===== config.mk =====
export PLATFORM = sky130hd
export DESIGN_NAME = serial_link_error_monitor
export DESIGN_NICKNAME = d
export VERILOG_FILES = /design/src/serial_link_error_monitor.v
export VERILOG_INCLUDE_DIRS = /design/src
export SDC_FILE = /design/constraint.sdc
export NUM_CORES = 1
export LEC_CHECK = 0
export BUFFER_PORTS_ARGS = -buffer_cell sky130_fd_sc_hd__buf_2
export CAP_MARGIN = 20
export CORE_UTILIZATION = 51
export CTS_BUF_LIST = sky130_fd_sc_hd__clkbuf_4 sky130_fd_sc_hd__clkbuf_8
export DETAILED_ROUTE_END_ITERATION = 8
export GPL_TIMING_DRIVEN = 0
export PLACE_DENSITY = 0.69
export SYNTH_ARGS = -nofsm -noshare
export SYNTH_HDL_FRONTEND = slang
export SYNTH_SLANG_ARGS = --single-unit

===== constraint.sdc =====
create_clock -name sys_clk -period 7.4 [get_ports sys_clk]
set_clock_uncertainty 0.05 [all_clocks]
set_input_delay 1.48 -clock sys_clk [delete_from_list [all_inputs] [get_ports sys_clk]]
set_output_delay 1.48 -clock sys_clk [all_outputs]
set_load 0.05 [all_outputs]

===== src/serial_link_error_monitor_defs.vh =====
// Constants for the serial link error monitor.
`ifndef SERIAL_LINK_ERROR_MONITOR_DEFS_VH
`define SERIAL_LINK_ERROR_MONITOR_DEFS_VH
`define WORD_BITS 5'h10
`define ADDR_ERROR_FLAGS 10'h1d3
`define ADDR_SERIAL_CONFIG 10'h1c8
`define ADDR_TARGET_SELECT 10'h3ff
`define ERROR_FLAGS_RESET 3'h0
`define SERIAL_CONFIG_RESET 16'h00ff
`define TARGET_SELECT_RESET 16'h0000
`define TARGET_GENERAL_CONFIG 16'h0004
`define CFG_WDOG_MSB 7
`define CFG_WDOG_LSB 0
`define CFG_FRAMED_MODE_BIT 8
`define CFG_IRQ_EN_BIT 9
`define CHECK_PATTERN 13'h1555
`define ERROR_READ_CMD 16'hba61
`define UNDEFINED_WORD 16'h0000
`define CMD_READ_BIT 15
`define CMD_OFFSET_MSB 14
`define CMD_OFFSET_LSB 5
`define CMD_COUNT_MSB 4
`define CMD_COUNT_LSB 0
`define FLAG_WORD_ERROR 0
`define FLAG_FRAME_ERROR 1
`define FLAG_CLOCK_MISSING 2
`define WDOG_LOW_FILL 4'hf
`endif


===== src/serial_link_error_monitor.v =====
// Serial host port protocol engine with error capture and diagnostic answer words.
`timescale 1ns/1ps
`include "serial_link_error_monitor_defs.vh"

// Function
// - Three read-only error flags; upper bits of the error register read zero.
// - Write transfers answer with a word opening with the 13-bit check pattern.
// - Diagnostic word ends with the three low error register bits.
// - First captured error locks the register; later faults are discarded.
// - Interrupt raised on capture when enabled; cleared with the error.
// - Error state accepts only the error-read command word.
// - Error-read returns one word, then leaves error state, releasing interrupt.
// - With general configuration selected, return error code and clear register.
// - Otherwise return undefined word; register kept until read later.
// - Chip select falling while system clock absent sets clock-missing flag.
// - Timed mode: link idle beyond limit during burst is a frame error.
// - Framed mode: word count differing from nonzero command count is error.
// - Framed write overrun stores one extra word before the error.
// - Wrong bit count in a word sets the word error flag.
// - Back-to-back words: bit count checked only at chip select release.
// - Without faults, including after reset, error register reads zero.
// - Every link word is 16 bits long.
// - Timed-mode limit comes from the configuration watchdog field.
module serial_link_error_monitor (
	input wire sys_clk,
	input wire rst_n,
	input wire spi_sclk,
	input wire spi_cs_n,
	input wire spi_mosi,
	input wire cksys_running,
	output reg spi_miso,
	output wire spi_miso_oe_n,
	output wire irq_n,
	output reg mem_wr_strobe,
	output reg [9:0] mem_wr_addr,
	output reg [15:0] mem_wr_data
);

	localparam ST_IDLE = 2'h0;
	localparam ST_DATA = 2'h1;
	localparam ST_ERROR = 2'h2;
	localparam ST_ERR_ANSWER = 2'h3;

	reg [2:0] sclk_sync_reg;
	reg [2:0] cs_sync_reg;
	reg [1:0] mosi_sync_reg;
	reg [1:0] cksys_sync_reg;
	reg [1:0] state_reg;
	reg [4:0] bit_cnt_reg;
	reg [15:0] shift_in_reg;
	reg [15:0] tx_reg;
	reg [15:0] tx_next_reg;
	reg load_pend_reg;
	reg [2:0] error_flags_reg;
	reg [15:0] config_reg;
	reg [15:0] select_reg;
	reg irq_reg;
	reg [9:0] addr_reg;
	reg [4:0] remain_reg;
	reg unlimited_reg;
	reg read_burst_reg;
	reg overrun_reg;
	reg [12:0] idle_cnt_reg;

	wire sclk_rise = sclk_sync_reg[1] & ~sclk_sync_reg[2];
	wire sclk_fall = ~sclk_sync_reg[1] & sclk_sync_reg[2];
	wire cs_fall = ~cs_sync_reg[1] & cs_sync_reg[2];
	wire cs_rise = cs_sync_reg[1] & ~cs_sync_reg[2];
	wire cs_active = ~cs_sync_reg[2];
	wire mosi_s = mosi_sync_reg[1];
	wire framed_mode = config_reg[`CFG_FRAMED_MODE_BIT];
	wire irq_enable = config_reg[`CFG_IRQ_EN_BIT];
	// The watchdog field sets the upper bits of the limit; the fixed low fill keeps a zero
	// field from timing out between the ordinary bit edges of a word.
	wire [12:0] wdog_limit = {config_reg[`CFG_WDOG_MSB:`CFG_WDOG_LSB], 1'b0, `WDOG_LOW_FILL};
	wire [15:0] rx_word = {shift_in_reg[14:0], mosi_s};
	wire word_done = sclk_rise & cs_active & (bit_cnt_reg == (`WORD_BITS - 5'h1));

	reg [2:0] detect;
	reg [2:0] error_flags_next;
	reg [1:0] state_next;
	reg [15:0] tx_next_next;
	reg load_pend_next;
	reg irq_next;
	reg [9:0] addr_next;
	reg [4:0] remain_next;
	reg unlimited_next;
	reg read_burst_next;
	reg overrun_next;
	reg [15:0] config_next;
	reg [15:0] select_next;
	reg wr_strobe_next;
	reg clear_errors;

	// Diagnostic answer shifted out while the master writes.
	function [15:0] diag_word;
		input [2:0] flags;
		begin
			diag_word = {`CHECK_PATTERN, flags};
		end
	endfunction

	// Register read; addresses this block does not own answer the undefined word.
	function [15:0] reg_read;
		input [9:0] addr;
		input [2:0] flags;
		input [15:0] cfg;
		input [15:0] sel;
		begin
			case (addr)
				`ADDR_ERROR_FLAGS: reg_read = {13'h0000, flags};
				`ADDR_SERIAL_CONFIG: reg_read = cfg;
				`ADDR_TARGET_SELECT: reg_read = sel;
				default: reg_read = `UNDEFINED_WORD;
			endcase
		end
	endfunction

	// The pin is driven only while the synchronised select is low, and the first answer
	// bit is loaded at the same edge, so the line never shows a stale bit when enabled.
	assign spi_miso_oe_n = cs_sync_reg[2];
	assign irq_n = ~irq_reg;

	always @* begin
		detect = 3'h0;
		state_next = state_reg;
		tx_next_next = tx_next_reg;
		load_pend_next = load_pend_reg;
		addr_next = addr_reg;
		remain_next = remain_reg;
		unlimited_next = unlimited_reg;
		read_burst_next = read_burst_reg;
		overrun_next = overrun_reg;
		config_next = config_reg;
		select_next = select_reg;
		wr_strobe_next = 1'b0;
		clear_errors = 1'b0;
		irq_next = irq_reg;
		if (cs_fall && !cksys_sync_reg[1])
			detect[`FLAG_CLOCK_MISSING] = 1'b1;
		if (cs_rise && bit_cnt_reg != 5'h00)
			detect[`FLAG_WORD_ERROR] = 1'b1;
		if (word_done) begin
			load_pend_next = 1'b1;
			tx_next_next = diag_word(error_flags_reg);
			case (state_reg)
				ST_IDLE: begin
					addr_next = rx_word[`CMD_OFFSET_MSB:`CMD_OFFSET_LSB];
					remain_next = rx_word[`CMD_COUNT_MSB:`CMD_COUNT_LSB];
					read_burst_next = rx_word[`CMD_READ_BIT];
					overrun_next = 1'b0;
					unlimited_next = (rx_word[`CMD_COUNT_MSB:`CMD_COUNT_LSB] == 5'h00);
					if (!unlimited_next || framed_mode)
						state_next = ST_DATA;
					if (rx_word[`CMD_READ_BIT] && state_next == ST_DATA) begin
						tx_next_next = reg_read(addr_next, error_flags_reg, config_reg,
							select_reg);
						if (addr_next == `ADDR_ERROR_FLAGS)
							clear_errors = 1'b1;
					end
				end
				ST_DATA: begin
					if (!read_burst_reg) begin
						if (addr_reg == `ADDR_SERIAL_CONFIG)
							config_next = rx_word;
						else if (addr_reg == `ADDR_TARGET_SELECT)
							select_next = rx_word;
						else
							wr_strobe_next = 1'b1;
					end
					addr_next = addr_reg + 10'h001;
					if (!unlimited_reg) begin
						if (remain_reg == 5'h00) begin
							detect[`FLAG_FRAME_ERROR] = 1'b1;
							overrun_next = 1'b1;
						end else begin
							remain_next = remain_reg - 5'h01;
							if (remain_next == 5'h00 && !framed_mode)
								state_next = ST_IDLE;
						end
					end
					if (read_burst_reg && state_next == ST_DATA) begin
						tx_next_next = reg_read(addr_next, error_flags_reg, config_reg,
							select_reg);
						if (addr_next == `ADDR_ERROR_FLAGS)
							clear_errors = 1'b1;
					end
				end
				ST_ERROR: begin
					if (rx_word == `ERROR_READ_CMD) begin
						state_next = ST_ERR_ANSWER;
						if (select_reg == `TARGET_GENERAL_CONFIG) begin
							tx_next_next = {13'h0000, error_flags_reg};
							clear_errors = 1'b1;
						end else begin
							tx_next_next = `UNDEFINED_WORD;
						end
					end
				end
				default: begin
					state_next = ST_IDLE;
					irq_next = 1'b0;
				end
			endcase
		end
		// A burst that has used up its count also ends at chip select release, so a
		// switch from framed to timed mode inside the burst cannot leave it hanging
		// and later trip the watchdog.
		if (cs_rise && state_reg == ST_DATA && (framed_mode || remain_reg == 5'h00)) begin
			state_next = ST_IDLE;
			if (framed_mode && !unlimited_reg && remain_reg != 5'h00 && !overrun_reg)
				detect[`FLAG_FRAME_ERROR] = 1'b1;
		end
		if (state_reg == ST_DATA && !framed_mode && idle_cnt_reg > wdog_limit)
			detect[`FLAG_FRAME_ERROR] = 1'b1;
		// A detection in the clearing cycle is captured, so no fault is lost at the clear.
		error_flags_next = error_flags_reg;
		if (clear_errors) begin
			error_flags_next = `ERROR_FLAGS_RESET;
			irq_next = 1'b0;
		end
		if (error_flags_next == 3'h0 && detect != 3'h0) begin
			error_flags_next = detect;
			state_next = ST_ERROR;
			if (irq_enable)
				irq_next = 1'b1;
		end
	end

	// Pins from the master pass two flip-flops; the third stage of the clock only serves edge
	// detection, that of the select also gives the active level and the output enable.
	always @(posedge sys_clk) begin
		if (!rst_n) begin
			sclk_sync_reg <= 3'h0;
			cs_sync_reg <= 3'h7;
			mosi_sync_reg <= 2'h0;
			cksys_sync_reg <= 2'h0;
		end else begin
			sclk_sync_reg <= {sclk_sync_reg[1:0], spi_sclk};
			cs_sync_reg <= {cs_sync_reg[1:0], spi_cs_n};
			mosi_sync_reg <= {mosi_sync_reg[0], spi_mosi};
			cksys_sync_reg <= {cksys_sync_reg[0], cksys_running};
		end
	end

	always @(posedge sys_clk) begin
		if (!rst_n) begin
			state_reg <= ST_IDLE;
			bit_cnt_reg <= 5'h00;
			shift_in_reg <= 16'h0000;
			tx_reg <= 16'h0000;
			tx_next_reg <= 16'h0000;
			load_pend_reg <= 1'b0;
			error_flags_reg <= `ERROR_FLAGS_RESET;
			config_reg <= `SERIAL_CONFIG_RESET;
			select_reg <= `TARGET_SELECT_RESET;
			irq_reg <= 1'b0;
			addr_reg <= 10'h000;
			remain_reg <= 5'h00;
			unlimited_reg <= 1'b0;
			read_burst_reg <= 1'b0;
			overrun_reg <= 1'b0;
			idle_cnt_reg <= 13'h0000;
			spi_miso <= 1'b0;
			mem_wr_strobe <= 1'b0;
			mem_wr_addr <= 10'h000;
			mem_wr_data <= 16'h0000;
		end else begin
			state_reg <= state_next;
			error_flags_reg <= error_flags_next;
			config_reg <= config_next;
			select_reg <= select_next;
			irq_reg <= irq_next;
			addr_reg <= addr_next;
			remain_reg <= remain_next;
			unlimited_reg <= unlimited_next;
			read_burst_reg <= read_burst_next;
			overrun_reg <= overrun_next;
			tx_next_reg <= tx_next_next;
			mem_wr_strobe <= wr_strobe_next;
			if (wr_strobe_next) begin
				mem_wr_addr <= addr_reg;
				mem_wr_data <= rx_word;
			end
			if (cs_fall || cs_rise)
				bit_cnt_reg <= 5'h00;
			else if (sclk_rise && cs_active) begin
				shift_in_reg <= rx_word;
				if (word_done)
					bit_cnt_reg <= 5'h00;
				else
					bit_cnt_reg <= bit_cnt_reg + 5'h01;
			end
			// The counter saturates, so a long pause cannot wrap back below the limit.
			if (sclk_rise || sclk_fall || cs_fall || state_next != ST_DATA)
				idle_cnt_reg <= 13'h0000;
			else if (idle_cnt_reg != 13'h1fff)
				idle_cnt_reg <= idle_cnt_reg + 13'h0001;
			// The first answer bit must be on the line before the first rising edge.
			if (cs_fall) begin
				tx_reg <= diag_word(error_flags_next);
				spi_miso <= 1'b1;
				load_pend_reg <= 1'b0;
			end else if (sclk_fall && cs_active) begin
				if (load_pend_next) begin
					tx_reg <= tx_next_next;
					spi_miso <= tx_next_next[15];
					load_pend_reg <= 1'b0;
				end else begin
					tx_reg <= {tx_reg[14:0], 1'b0};
					spi_miso <= tx_reg[14];
					load_pend_reg <= load_pend_next;
				end
			end else begin
				load_pend_reg <= load_pend_next;
			end
		end
	end

endmodule // serial_link_error_monitor


Yosys cells after proc, flatten, opt, wreduce, memory -nomap -nowiden

Cells that the tools add are included.

Logic and storage cells: 178
Input port bits: 6
Register bits after elaboration: 159
Output and inout bits: 30

Bitwise operators: 15
Reduce and logical (&&, ||, !) cells: 48
Magnitude comparators: 1
Eq/ne operators: 20
Add/sub/neg operators: 4
Mux-type cells: 65

Operators with widths:

| kind                    | number |
|---|---|
| $pmux W16 S3            | 3 |
| $mux W16                | 4 |
| $eq A10 B9 Y1 const B   | 5 |
| $mux W1                 | 32 |
| $eq A10 B10 Y1 const B  | 3 |
| $mux W14                | 2 |
| $mux W2                 | 12 |
| $pmux W10 S2            | 1 |
| $eq A16 B16 Y1 const B  | 1 |
| $eq A16 B3 Y1 const B   | 1 |
| $logic_and A1 B1 Y1     | 15 |
| $logic_not A5 Y1        | 3 |
| $mux W15                | 1 |
| $mux W5                 | 3 |
| $add A13 B1 Y13 const B | 1 |
| $gt A13 B13 Y1          | 1 |
| $ne A13 B13 Y1 const B  | 1 |
| $reduce_and A4 Y1       | 3 |
| $add A10 B1 Y10 const B | 1 |
| $pmux W5 S2             | 1 |
| $reduce_bool A5 Y1      | 2 |
| $mux W3                 | 3 |
| $not A1 Y1              | 9 |
| $and A1 B1 Y1           | 6 |
| other kinds (20)        | 39 |

Longest topological paths before layout

Gate-level depths: netlist (run 1).

Depth in word-level cells: 20
Gate-level depth with buffers: 14
Mapped depth without buffers: 10

Worst setup path after synthesis (run 1)

No wires, ideal clock.

Kind: register -> register
From: register bit_cnt_reg[0]
To: register select_reg[10]
Required time: 7.222 ns
Arrival: 2.780 ns
Setup time: 0.128 ns
Slack: 4.442 ns
Period minus slack after synthesis: 2.958 ns
Path buffers: 4
Cell stages (with the launch flop): 15
Path through: dfxtp_1 -> ha_1 -> and3_1 -> ha_1 -> clkbuf_2 -> and2_1 -> clkbuf_1 -> nand2_1 -> or3_1 -> nand2b_1 -> or2_2 -> buf_2 -> buf_4 -> mux2i_1 -> nor2_1

Longest elaborated chain between the ends: 3

RTL lines:

| what                               | RTL line                        | source |
|---|---|---|
| from (decl)                        | serial_link_error_monitor.v:49  | `reg [4:0] bit_cnt_reg;` |
| from (signal assigned)             | serial_link_error_monitor.v:292 | `bit_cnt_reg <= bit_cnt_reg + 5'h01;` |
| $eq A5 B4 Y1                       | serial_link_error_monitor.v:77  | `` wire word_done = sclk_rise & cs_active & (bit_cnt_reg == (`WORD_BITS - 5'h1)); `` |
| $and A1 B1 Y1                      | serial_link_error_monitor.v:77  |  |
| $reduce_and A5 Y1 (no source line) | -                               |  |
| to (signal assigned)               | serial_link_error_monitor.v:256 | `` select_reg <= `TARGET_SELECT_RESET; `` |
| to (signal assigned)               | serial_link_error_monitor.v:272 | `select_reg <= select_next;` |
| to (decl)                          | serial_link_error_monitor.v:56  | `reg [15:0] select_reg;` |

Every way passes these cells.
A chain may end at the register's enable or synchronous reset.

Worst setup path after layout (run 1)

From: register bit_cnt_reg[0]
To: register select_reg[11]

The elaborated chain is that of the path after synthesis.

==> flow_metrics.env, run 1 <==
export IMPL_status="finished clean"
export IMPL_unrepaired_setup_endpoints_after_global_routing="no"
export IMPL_post_synth_main_area_contributors="dfxtp_1 (41%), a21oi_1 (6.1%), mux2i_1 (5.7%), nand2_1 (5.6%), nor2_1 (5.3%)"
export IMPL_required_ps=7700
export IMPL_antenna_found_initial=0
export IMPL_fp_dieArea_mm2=0.0159
export IMPL_ys_types=72
export IMPL_cp_cell_sequence="ha_1 -> and3_1 -> ha_1 -> clkbuf_2 -> and2_1 -> clkbuf_1 -> nand2_1 -> or3_1 -> nand2b_1 -> or2_2 -> buf_2 -> buf_4 -> mux2i_1 -> nor2_1"
export IMPL_critPathArrivalTime_ps=3850
export IMPL_post_route_period_util=0.480
export IMPL_ys_warn_count=0
export IMPL_worst_slew_pin_transition_ps=747
export IMPL_worstSetupStartpointType="flip-flop"
export IMPL_critical_path_top_cell_by_count="ha_1"
export IMPL_routabilityCongestion=0.942
export IMPL_mappedNetlistArea_mm2=0.00784
export IMPL_layout_nets=1035
export IMPL_cts_hold_repair_buffers=0
export IMPL_pin_count_of_the_biggest_net_entering_global_routing=17
export IMPL_crit_path_max_incr_delay_ps=430
export IMPL_netlist_instances=954
export IMPL_proportion_of_register_bits_with_asynchronous_set_or_reset_after_synthesis=0
export IMPL_postSynth_topFlopCell="dfxtp_1"
export IMPL_remaining_design_rule_violation_count=0
export IMPL_via_per_inst=5.93
export IMPL_cap_viol_max_count=0
export IMPL_critical_path_slowest_cell="dfxtp_1"
export IMPL_avg_inst_size_synth_um2=8.22
export IMPL_synth_edff_count=0
export IMPL_synthToLayoutAreaGrowth_pct=9.70
export IMPL_fraction_of_layout_instances_using_a_drive_strength_above_1=0.0961
export IMPL_critical_path_top_delay_family="simple AND/OR/NAND/NOR gates"
export IMPL_routed_via_count=7143
export IMPL_seqCellArea_mm2=0.00318
export IMPL_routedWlPerCell_um=17.6
export IMPL_count_of_endpoints_failing_hold_in_the_final_timing_report=0
export IMPL_yosysSeqAreaShare=0.406
export IMPL_initial_utilization=0.532
export IMPL_first_global_vias=6534
export IMPL_fp_dieW_um=126
export IMPL_worst_skew_pair_late_latency_ps=470
export IMPL_setup_tns_final_ps=0
export IMPL_detail_route_first_pass_iterations=7
export IMPL_crit_type="reg2reg"
export IMPL_postCtsSetupRepairBufs=0
export IMPL_worst_path_buf_inv=4
export IMPL_grt_pass1_wl_mm=34.4
export IMPL_timing_final_max_slew_violations=0
export IMPL_pre_cts_ws_ps=3930
export IMPL_maximum_vdd_ir_drop_mv=0.131
export IMPL_r2r_slack_ps=3850
export IMPL_drt_wl_total_mm=21.2
export IMPL_grt_util_all_layers=0.277
export IMPL_report_final_setup_viol=0
export IMPL_cts_tree="built"
export IMPL_port_buffers=34
export IMPL_cts_resized_gates=0
export IMPL_timing_final_crit_period_ps=3550
export IMPL_clk_transition_reported_paths_ps=90
export IMPL_tritoncts_buffer_count=17
export IMPL_ant_nets=0
export IMPL_clock_fmax_mhz=281
export IMPL_ctsRootBufferMaster="clkbuf_8"
export IMPL_multi_input_area_mm2=0.00425
export IMPL_netlist_top_cell_by_area="dfxtp_1"
export IMPL_post_synth_top_area_fraction=0.406
export IMPL_flops_latches_synth=159
export IMPL_drt_first_iter_violations=711
export IMPL_final_critical_path_setup_slack_ps=3850
export IMPL_core_area_mm2=0.0148
export IMPL_path_max_fanout=10
export IMPL_total_congestion_overflow_after_global_routing=0
export IMPL_cellPowerDensity_mw_per_mm2=174
export IMPL_dp_final_hpwl_mm=15.3
export IMPL_postSynthNetCount=982
export IMPL_htree_levels=4
export IMPL_power_leakage_nw=3.52
export IMPL_setup_worst_path_end_class="flip-flop"
export IMPL_die_height_um=126
export IMPL_hold_path_class="reg2reg"
export IMPL_cts_sinks=159
export IMPL_diodes=0
export IMPL_filler_cell_count=1382
export IMPL_top_level_pins=36
export IMPL_std_cell_rows=44
export IMPL_max_slew_margin_rel=0.500
export IMPL_clk_path_buf_depth=2
==> worst paths after layout <==
kind / cells after the start / to / start
max: 14 / select_reg[11] / bit_cnt_reg[0]
min: 1 / cs_sync_reg[1] / cs_sync_reg[0]
max reg2reg: 14 / select_reg[11] / bit_cnt_reg[0]
min reg2reg: 1 / cs_sync_reg[1] / cs_sync_reg[0]
==> layer usage <==
| metal | part of all wire | GRT usage | vias to the layer above | wire length (um) |
|---|---|---|---|---|
| li1 | - | - | 3503 | - |
| met1 | 0.47 | 0.386 | 3321 | 9900 |
| met2 | 0.43 | 0.411 | 282 | 9030 |
| met3 | 0.081 | 0.0612 | 37 | 1720 |
| met4 | 0.025 | 0.119 | 0 | 535 |
| met5 | 0 | 0 | - | 0 |
==> where the power goes <==
| part | total, mW | internal, mW | switching, mW |
|---|---|---|---|
| registers | 0.863 | 0.860 | 0.00302 |
| logic | 0.0396 | 0.0105 | 0.0292 |
| clock network | 0.595 | 0.250 | 0.345 |
==> through the flow <==
stage / std cells / utilization / total power, mW / hold WS (ps) / cell area [um^2]
2_1_floorplan: 954 / - / 0.909 / 336 / 7840
3_3_place_gp: 1172 / 0.559 / 0.922 / 360 / 8240
3_5_place_dp: 1172 / 0.559 / 0.922 / 352 / 8240
4_1_cts: 1204 / 0.583 / 1.51 / 379 / 8600
5_1_grt: 1204 / 0.583 / 1.55 / 389 / 8600
6_report: 1204 / 0.583 / 1.50 / 369 / 8600
==> cells by family (layout without fill, tap and decap cells) <==
| logic type | Yosys count | in the layout | share of synthesized area |
|---|---|---|---|
| AOI/OAI and AO/OA | 251 | 251 | 0.211 |
| xor gates and xnor gates | 14 | 14 | 0.0156 |
| DFF | 159 | 159 | 0.406 |
| muxes | 46 | 46 | 0.0589 |
| buffers and inverters | 99 | 165 | 0.0518 |
| adders and majority gates | 22 | 22 | 0.0351 |
| and+or+nand+nor | 363 | 363 | 0.221 |
==> cells in the final DEF (no fill, tap or decap), drive strengths merged, types with 19 or more instances in the layout <==
cell / netlist / routed
a21oi: 96 / 96
nor3: 19 / 19
dfxtp: 159 / 159
inv: 33 / 38
nor2: 111 / 111
nand2: 118 / 118
mux2i: 45 / 45
ha: 22 / 22
nand3: 19 / 19
clkbuf: 53 / 72
buf: 13 / 47
o21ai: 52 / 52
==> Yosys cell counts (4+ instances only) <==
cell	n
nand3_1	19
inv_1	33
or2_2	4
nor4b_1	5
mux2i_1	45
nand2_1	118
a32o_1	5
xnor2_1	9
buf_2	7
and3_1	7
xor2_1	5
ha_1	22
a21o_1	4
buf_4	4
a21oi_1	96
nor2_1	111
a22oi_1	17
nor4_1	10
and2_1	15
dfxtp_1	159
clkbuf_1	50
nand4_1	13
o21ai_0	48
o211ai_1	11
a222oi_1	4
a221o_1	10
o21ai_1	4
a31oi_1	5
and4_1	4
nor3_1	18
o211a_1	11
nand2b_1	17
==> final cells by class <==
class                      instances  share of cell area
buffer                            66              0.0329
clock buffer                      19              0.0297
multi-input combinational        696               0.494
tap                              184              0.0268
clock inverter                    13              0.0122
inverter                          33              0.0144
timing repair buffer              34              0.0198
sequential                       159               0.370
No activity file was read; power rests on OpenSTA's default activity.
==> run 2: changes to the inputs <==
--- a/config.mk
+++ b/config.mk
@@ -12,7 +12,7 @@
 export CTS_BUF_LIST = sky130_fd_sc_hd__clkbuf_4 sky130_fd_sc_hd__clkbuf_8
 export DETAILED_ROUTE_END_ITERATION = 8
 export GPL_TIMING_DRIVEN = 0
-export PLACE_DENSITY = 0.69
+export PLACE_DENSITY = 0.72
 export SYNTH_ARGS = -nofsm -noshare
 export SYNTH_HDL_FRONTEND = slang
 export SYNTH_SLANG_ARGS = --single-unit
==> constraint.sdc (replaced) <==
create_clock -name sys_clk -period 3 [get_ports sys_clk]
set_clock_uncertainty 0.05 [all_clocks]
set_input_delay 0.6 -clock sys_clk [delete_from_list [all_inputs] [get_ports sys_clk]]
set_output_delay 0.6 -clock sys_clk [all_outputs]
set_load 0.05 [all_outputs]
==> run 2 against run 1 <==
  * Routed wire length up 2.9%
  * Core utilization up 1.6 points
  * Sequential power up 150%
  * Final cell count about the same
  * Die area unchanged
  * Via count up 3.5%
  * Largest cell class unchanged
==> flow_metrics.env, run 2 (synthesized netlist as in run 1, its figures left out) <==
export IMPL_count_of_endpoints_failing_hold_in_the_final_timing_report=0
export IMPL_grt_pass1_wl_mm=34.8
export IMPL_routedWlPerCell_um=18.1
export IMPL_report_final_setup_viol=0
export IMPL_clk_transition_reported_paths_ps=90
export IMPL_synthToLayoutAreaGrowth_pct=12.8
export IMPL_worstRegToRegCells=10
export IMPL_diodes=0
export IMPL_ant_nets=0
export IMPL_tritoncts_buffer_count=17
export IMPL_routabilityCongestion=0.963
export IMPL_cts_sinks=159
export IMPL_worstSetupStartpointType="flip-flop"
export IMPL_core_area_mm2=0.0148
export IMPL_critical_register_to_register_path_endpoint="tx_reg[12]"
export IMPL_fraction_of_layout_instances_using_a_drive_strength_above_1=0.138
export IMPL_status="finished clean"
export IMPL_maximum_vdd_ir_drop_mv=0.355
export IMPL_pin_count_of_the_biggest_net_entering_global_routing=17
export IMPL_antenna_found_initial=0
export IMPL_power_leakage_nw=3.63
export IMPL_post_layout_total_power_mw=3.69
export IMPL_fp_dieW_um=126
export IMPL_port_buffers=34
export IMPL_regToRegStartpoint="addr_reg[3]"
export IMPL_hold_ws_ps=257
export IMPL_dp_final_hpwl_mm=15.5
export IMPL_setup_worst_path_end_class="flip-flop"
export IMPL_fp_dieArea_mm2=0.0159
export IMPL_post_layout_nonfiller_instances=1203
export IMPL_detailed_place_area_mm2=0.00824
export IMPL_timing_final_max_slew_violations=0
export IMPL_critPathArrivalTime_ps=3220
export IMPL_crit_type="reg2reg"
export IMPL_most_common_library_cell_in_the_layout_ignoring_fill_and_taps="dfxtp_1"
export IMPL_layout_nets=1035
export IMPL_via_per_inst=6.15
export IMPL_internal_power_mw=2.75
export IMPL_timing_final_crit_period_ps=2910
export IMPL_routed_via_count=7395
export IMPL_unrepaired_setup_endpoints_after_global_routing="yes"
export IMPL_worst_slew_pin_transition_ps=716
export IMPL_required_ps=3310
export IMPL_min_delay_start="spi_cs_n"
export IMPL_max_slew_margin_rel=0.523
export IMPL_power_combinational_fraction=0.027
export IMPL_power_share_switching=0.255
export IMPL_detail_route_first_pass_iterations=6
export IMPL_cts_tree="built"
export IMPL_drt_wl_total_mm=21.8
export IMPL_cap_viol_max_count=0
export IMPL_clk_path_buf_depth=2
export IMPL_worst_skew_pair_late_latency_ps=480
export IMPL_hold_path_cell_count=2
export IMPL_hold_path_class="in2reg"
export IMPL_std_cell_rows=44
export IMPL_cellPowerDensity_mw_per_mm2=418
export IMPL_layout_core_utilization=0.599
export IMPL_clock_fmax_mhz=344
export IMPL_filler_cell_count=1352
export IMPL_mostFrequentLayoutCells="dfxtp_1 (153), nand2_1 (116), nor2_1 (107), a21oi_1 (95), o21ai_0 (47)"
export IMPL_r2r_slack_ps=90
export IMPL_worst_hold_path_endpoint="cs_sync_reg[0]"
export IMPL_final_standard_cell_area_without_fillers_mm2=0.00884
export IMPL_first_global_vias=6697
export IMPL_grt_util_all_layers=0.279
export IMPL_top_level_pins=36
export IMPL_drt_first_iter_violations=761
export IMPL_seqCellArea_mm2=0.00319
export IMPL_initial_utilization=0.532
export IMPL_setup_tns_final_ps=0
export IMPL_die_height_um=126
export IMPL_ctsRootBufferMaster="clkbuf_8"
export IMPL_multi_input_area_mm2=0.00441
export IMPL_remaining_design_rule_violation_count=0
export IMPL_power_switching_uw=941
export IMPL_post_route_period_util=0.970
export IMPL_pre_cts_ws_ps=-512
export IMPL_final_critical_path_setup_slack_ps=90.4
export IMPL_sequentialPowerShare=0.577
export IMPL_placedCellCount=1172
export IMPL_total_congestion_overflow_after_global_routing=0
export IMPL_htree_levels=4
export IMPL_clock_power_share=0.397
export IMPL_path_max_fanout=10
run 2: cell types whose count changed in the layout (fill, tap and decap cells not counted), sizes merged:
cell and change:
clkbuf -9, clkinv +3, buf +8, inv +1, clkinvlp -4
run 2: critical path, cell delays in order, from the launching register on:
cell	delay, ps
dfxtp_1	320
buf_4	160
nand4_1	270
nor4_2	490
or3b_4	260
nor3_4	70
a22o_1	270
and2_1	160
buf_2	160
a222oi_1	490
o21ai_1	90
run 2: cell type report:
cell class / count / area share
multi-input cells: 696 / 0.499
flip-flops and latches: 159 / 0.361
plain buffers: 57 / 0.0317
repair buffers: 43 / 0.0283
clock buffers: 18 / 0.0280
well taps: 184 / 0.0260
inverters: 33 / 0.0140
clock inverters: 13 / 0.0119
run 2: power by group through the flow:
stage                     clock [mW]  sequential, mW  combinational, mW
after detailed placement           0            2.18             0.0985
after global routing            1.58            2.13              0.108
after CTS                       1.49            2.13             0.0993
final                           1.47            2.13             0.0986
after floorplan                    0            2.18             0.0616
after global placement             0            2.18             0.0972
run 2: worst max-delay path by stage:
stage,from,end,slack (ps),depth (start not counted)
5_1_grt,addr_reg[0],tx_reg[2],-50,11
4_1_cts,addr_reg[0],select_reg[11],4,11
6_report,addr_reg[3],tx_reg[12],90,10
3_5_place_dp,bit_cnt_reg[0],select_reg[15],-510,14
3_3_place_gp,bit_cnt_reg[0],select_reg[14],-480,14
2_1_floorplan,bit_cnt_reg[0],select_reg[10],40,14
run 2: timing repair:
item | CTS | global route
hold buffers | 0 | 0
setup endpoints to repair | 101 | 73
pin swaps | 5 | 6
setup buffers | 3 | 6
gates resized for setup | 19 | 43
run 2: layer usage:
metal / wire length [um] / global-route usage / up-vias
met5: 0 / 0 / -
met4: 670 / 0.131 / 0
met3: 1880 / 0.0671 / 60
met2: 9390 / 0.409 / 341
met1: 9860 / 0.386 / 3482
li1: - / - / 3512
==> run 3: changes to the inputs <==
--- a/config.mk
+++ b/config.mk
@@ -13,6 +13,7 @@
 export DETAILED_ROUTE_END_ITERATION = 8
 export GPL_TIMING_DRIVEN = 0
 export PLACE_DENSITY = 0.72
+export RECOVER_POWER = 50
 export SYNTH_ARGS = -nofsm -noshare
 export SYNTH_HDL_FRONTEND = slang
 export SYNTH_SLANG_ARGS = --single-unit
==> run 3 against run 2 <==
  * Die area is the same
  * Setup slack gained 19 ps
  * Largest cell class unchanged
  * Register-to-register slack gained 20 ps
  * Critical endpoint is now idle_cnt_reg[11]
  * Via count shrank 0.53%
==> flow_metrics.env, run 3 (synthesized netlist as in run 1, its figures left out) <==
export IMPL_status="finished clean"
export IMPL_remaining_design_rule_violation_count=0
export IMPL_total_congestion_overflow_after_global_routing=0
export IMPL_timing_final_crit_period_ps=2890
export IMPL_die_height_um=126
export IMPL_cellPowerDensity_mw_per_mm2=419
export IMPL_grt_util_all_layers=0.279
export IMPL_fp_dieArea_mm2=0.0159
export IMPL_layout_core_utilization=0.597
export IMPL_via_per_inst=6.11
export IMPL_routabilityCongestion=0.963
export IMPL_count_of_endpoints_failing_hold_in_the_final_timing_report=0
export IMPL_fraction_of_layout_instances_using_a_drive_strength_above_1=0.108
export IMPL_unrepaired_setup_endpoints_after_global_routing="yes"
export IMPL_post_route_period_util=0.963
export IMPL_clk_transition_reported_paths_ps=90
export IMPL_cap_viol_max_count=0
export IMPL_worst_skew_pair_late_latency_ps=470
export IMPL_required_ps=3360
export IMPL_diodes=0
export IMPL_htree_levels=4
export IMPL_most_common_library_cell_in_the_layout_ignoring_fill_and_taps="dfxtp_1"
export IMPL_grt_pass1_wl_mm=34.8
export IMPL_worstSetupStartpointType="flip-flop"
export IMPL_clock_fmax_mhz=346
export IMPL_routedWlPerCell_um=18.0
export IMPL_port_buffers=34
export IMPL_core_area_mm2=0.0148
export IMPL_post_layout_total_power_mw=3.69
export IMPL_max_slew_margin_rel=0.535
export IMPL_first_global_vias=6697
export IMPL_maximum_vdd_ir_drop_mv=0.356
export IMPL_drt_wl_total_mm=21.7
export IMPL_drt_first_iter_violations=787
export IMPL_clk_path_buf_depth=2
export IMPL_dp_final_hpwl_mm=15.5
export IMPL_std_cell_rows=44
export IMPL_cts_hold_repair_buffers=0
export IMPL_layout_nets=1035
export IMPL_cts_sinks=159
export IMPL_synthToLayoutAreaGrowth_pct=12.3
export IMPL_power_leakage_nw=3.50
export IMPL_timing_final_max_slew_violations=0
export IMPL_antenna_found_initial=0
export IMPL_fp_dieW_um=126
export IMPL_mostFrequentLayoutCells="dfxtp_1 (154), nand2_1 (116), nor2_1 (107), a21oi_1 (95), clkbuf_1 (67)"
export IMPL_ctsRootBufferMaster="clkbuf_8"
export IMPL_report_final_setup_viol=0
export IMPL_cts_tree="built"
export IMPL_crit_type="reg2reg"
export IMPL_top_level_pins=36
export IMPL_hold_path_class="in2reg"
export IMPL_routed_via_count=7356
export IMPL_critPathArrivalTime_ps=3250
export IMPL_worst_slew_pin_transition_ps=695
export IMPL_path_max_fanout=10
export IMPL_detail_route_first_pass_iterations=5
export IMPL_tritoncts_buffer_count=17
export IMPL_ant_nets=0
export IMPL_setup_worst_path_end_class="flip-flop"
export IMPL_pin_count_of_the_biggest_net_entering_global_routing=17
export IMPL_initial_utilization=0.532
==> run 3: worst max-delay path, stage by stage (launching register included) <==
cell and delay [ps]:
dfxtp_1 370, ha_1 230, and3_1 180, ha_1 170, buf_2 170, and2_4 160, buf_4 170, a21oi_1 220
o32ai_2 160, a2bb2oi_2 220, or3_4 460, buf_6 160, nor2_1 110
==> run 3: path summary, 6_finish.rpt <==
path                  startpoint                to  slack, ps  depth (start not counted)
hold reg to reg   cs_sync_reg[0]    cs_sync_reg[1]        370                          1
setup / recovery  bit_cnt_reg[0]  idle_cnt_reg[11]        110                         12
hold / removal          spi_cs_n    cs_sync_reg[0]        260                          2
setup reg to reg  bit_cnt_reg[0]  idle_cnt_reg[11]        110                         12
==> run 3: area by class of cell <==
type / instances / area [um^2]
Multi-Input combinational cell: 696 / 4410
Fill cell: 1375 / 5950
Clock inverter: 13 / 105
Buffer: 57 / 280
Timing Repair Buffer: 43 / 213
Sequential cell: 159 / 3190
Tap cell: 184 / 230
Clock buffer: 18 / 248
Inverter: 33 / 124
==> run 3: power by group <==
group	total, mW	switching [mW]	internal (mW)
registers	2.13	0.0102	2.12
logic	0.0978	0.0722	0.0256
clock network	1.46	0.857	0.607
total	3.69	0.939	2.75
==> run 3: routing by layer <==
layer | vias up | global-route usage | wire (um)
met4 | 0 | 0.131 | 711
met1 | 3476 | 0.386 | 9850
met2 | 321 | 0.409 | 9340
met5 | - | 0 | 0
met3 | 60 | 0.0671 | 1800
li1 | 3499 | - | -
==> run 3: stage by stage <==
stage	instances	setup TNS (ps)	setup WS (ps)	instance area (um^2)	hold WS, ps
6_report	1203	0	110	8800	260
5_1_grt	1203	-181	-54.0	8800	246
4_1_cts	1205	0	4.28	8670	254
3_5_place_dp	1172	-27680	-512	8240	364
3_3_place_gp	1172	-24830	-479	8240	362
2_1_floorplan	954	0	42.4	7840	336
==> run 3: repair_timing <==
item | in CTS | in global routing
buffers inserted | 3 | 6
pin swaps | 5 | 6
endpoints found under the hold margin | 0 | 0
endpoints found under the setup margin | 101 | 73
resized for setup | 19 | 43
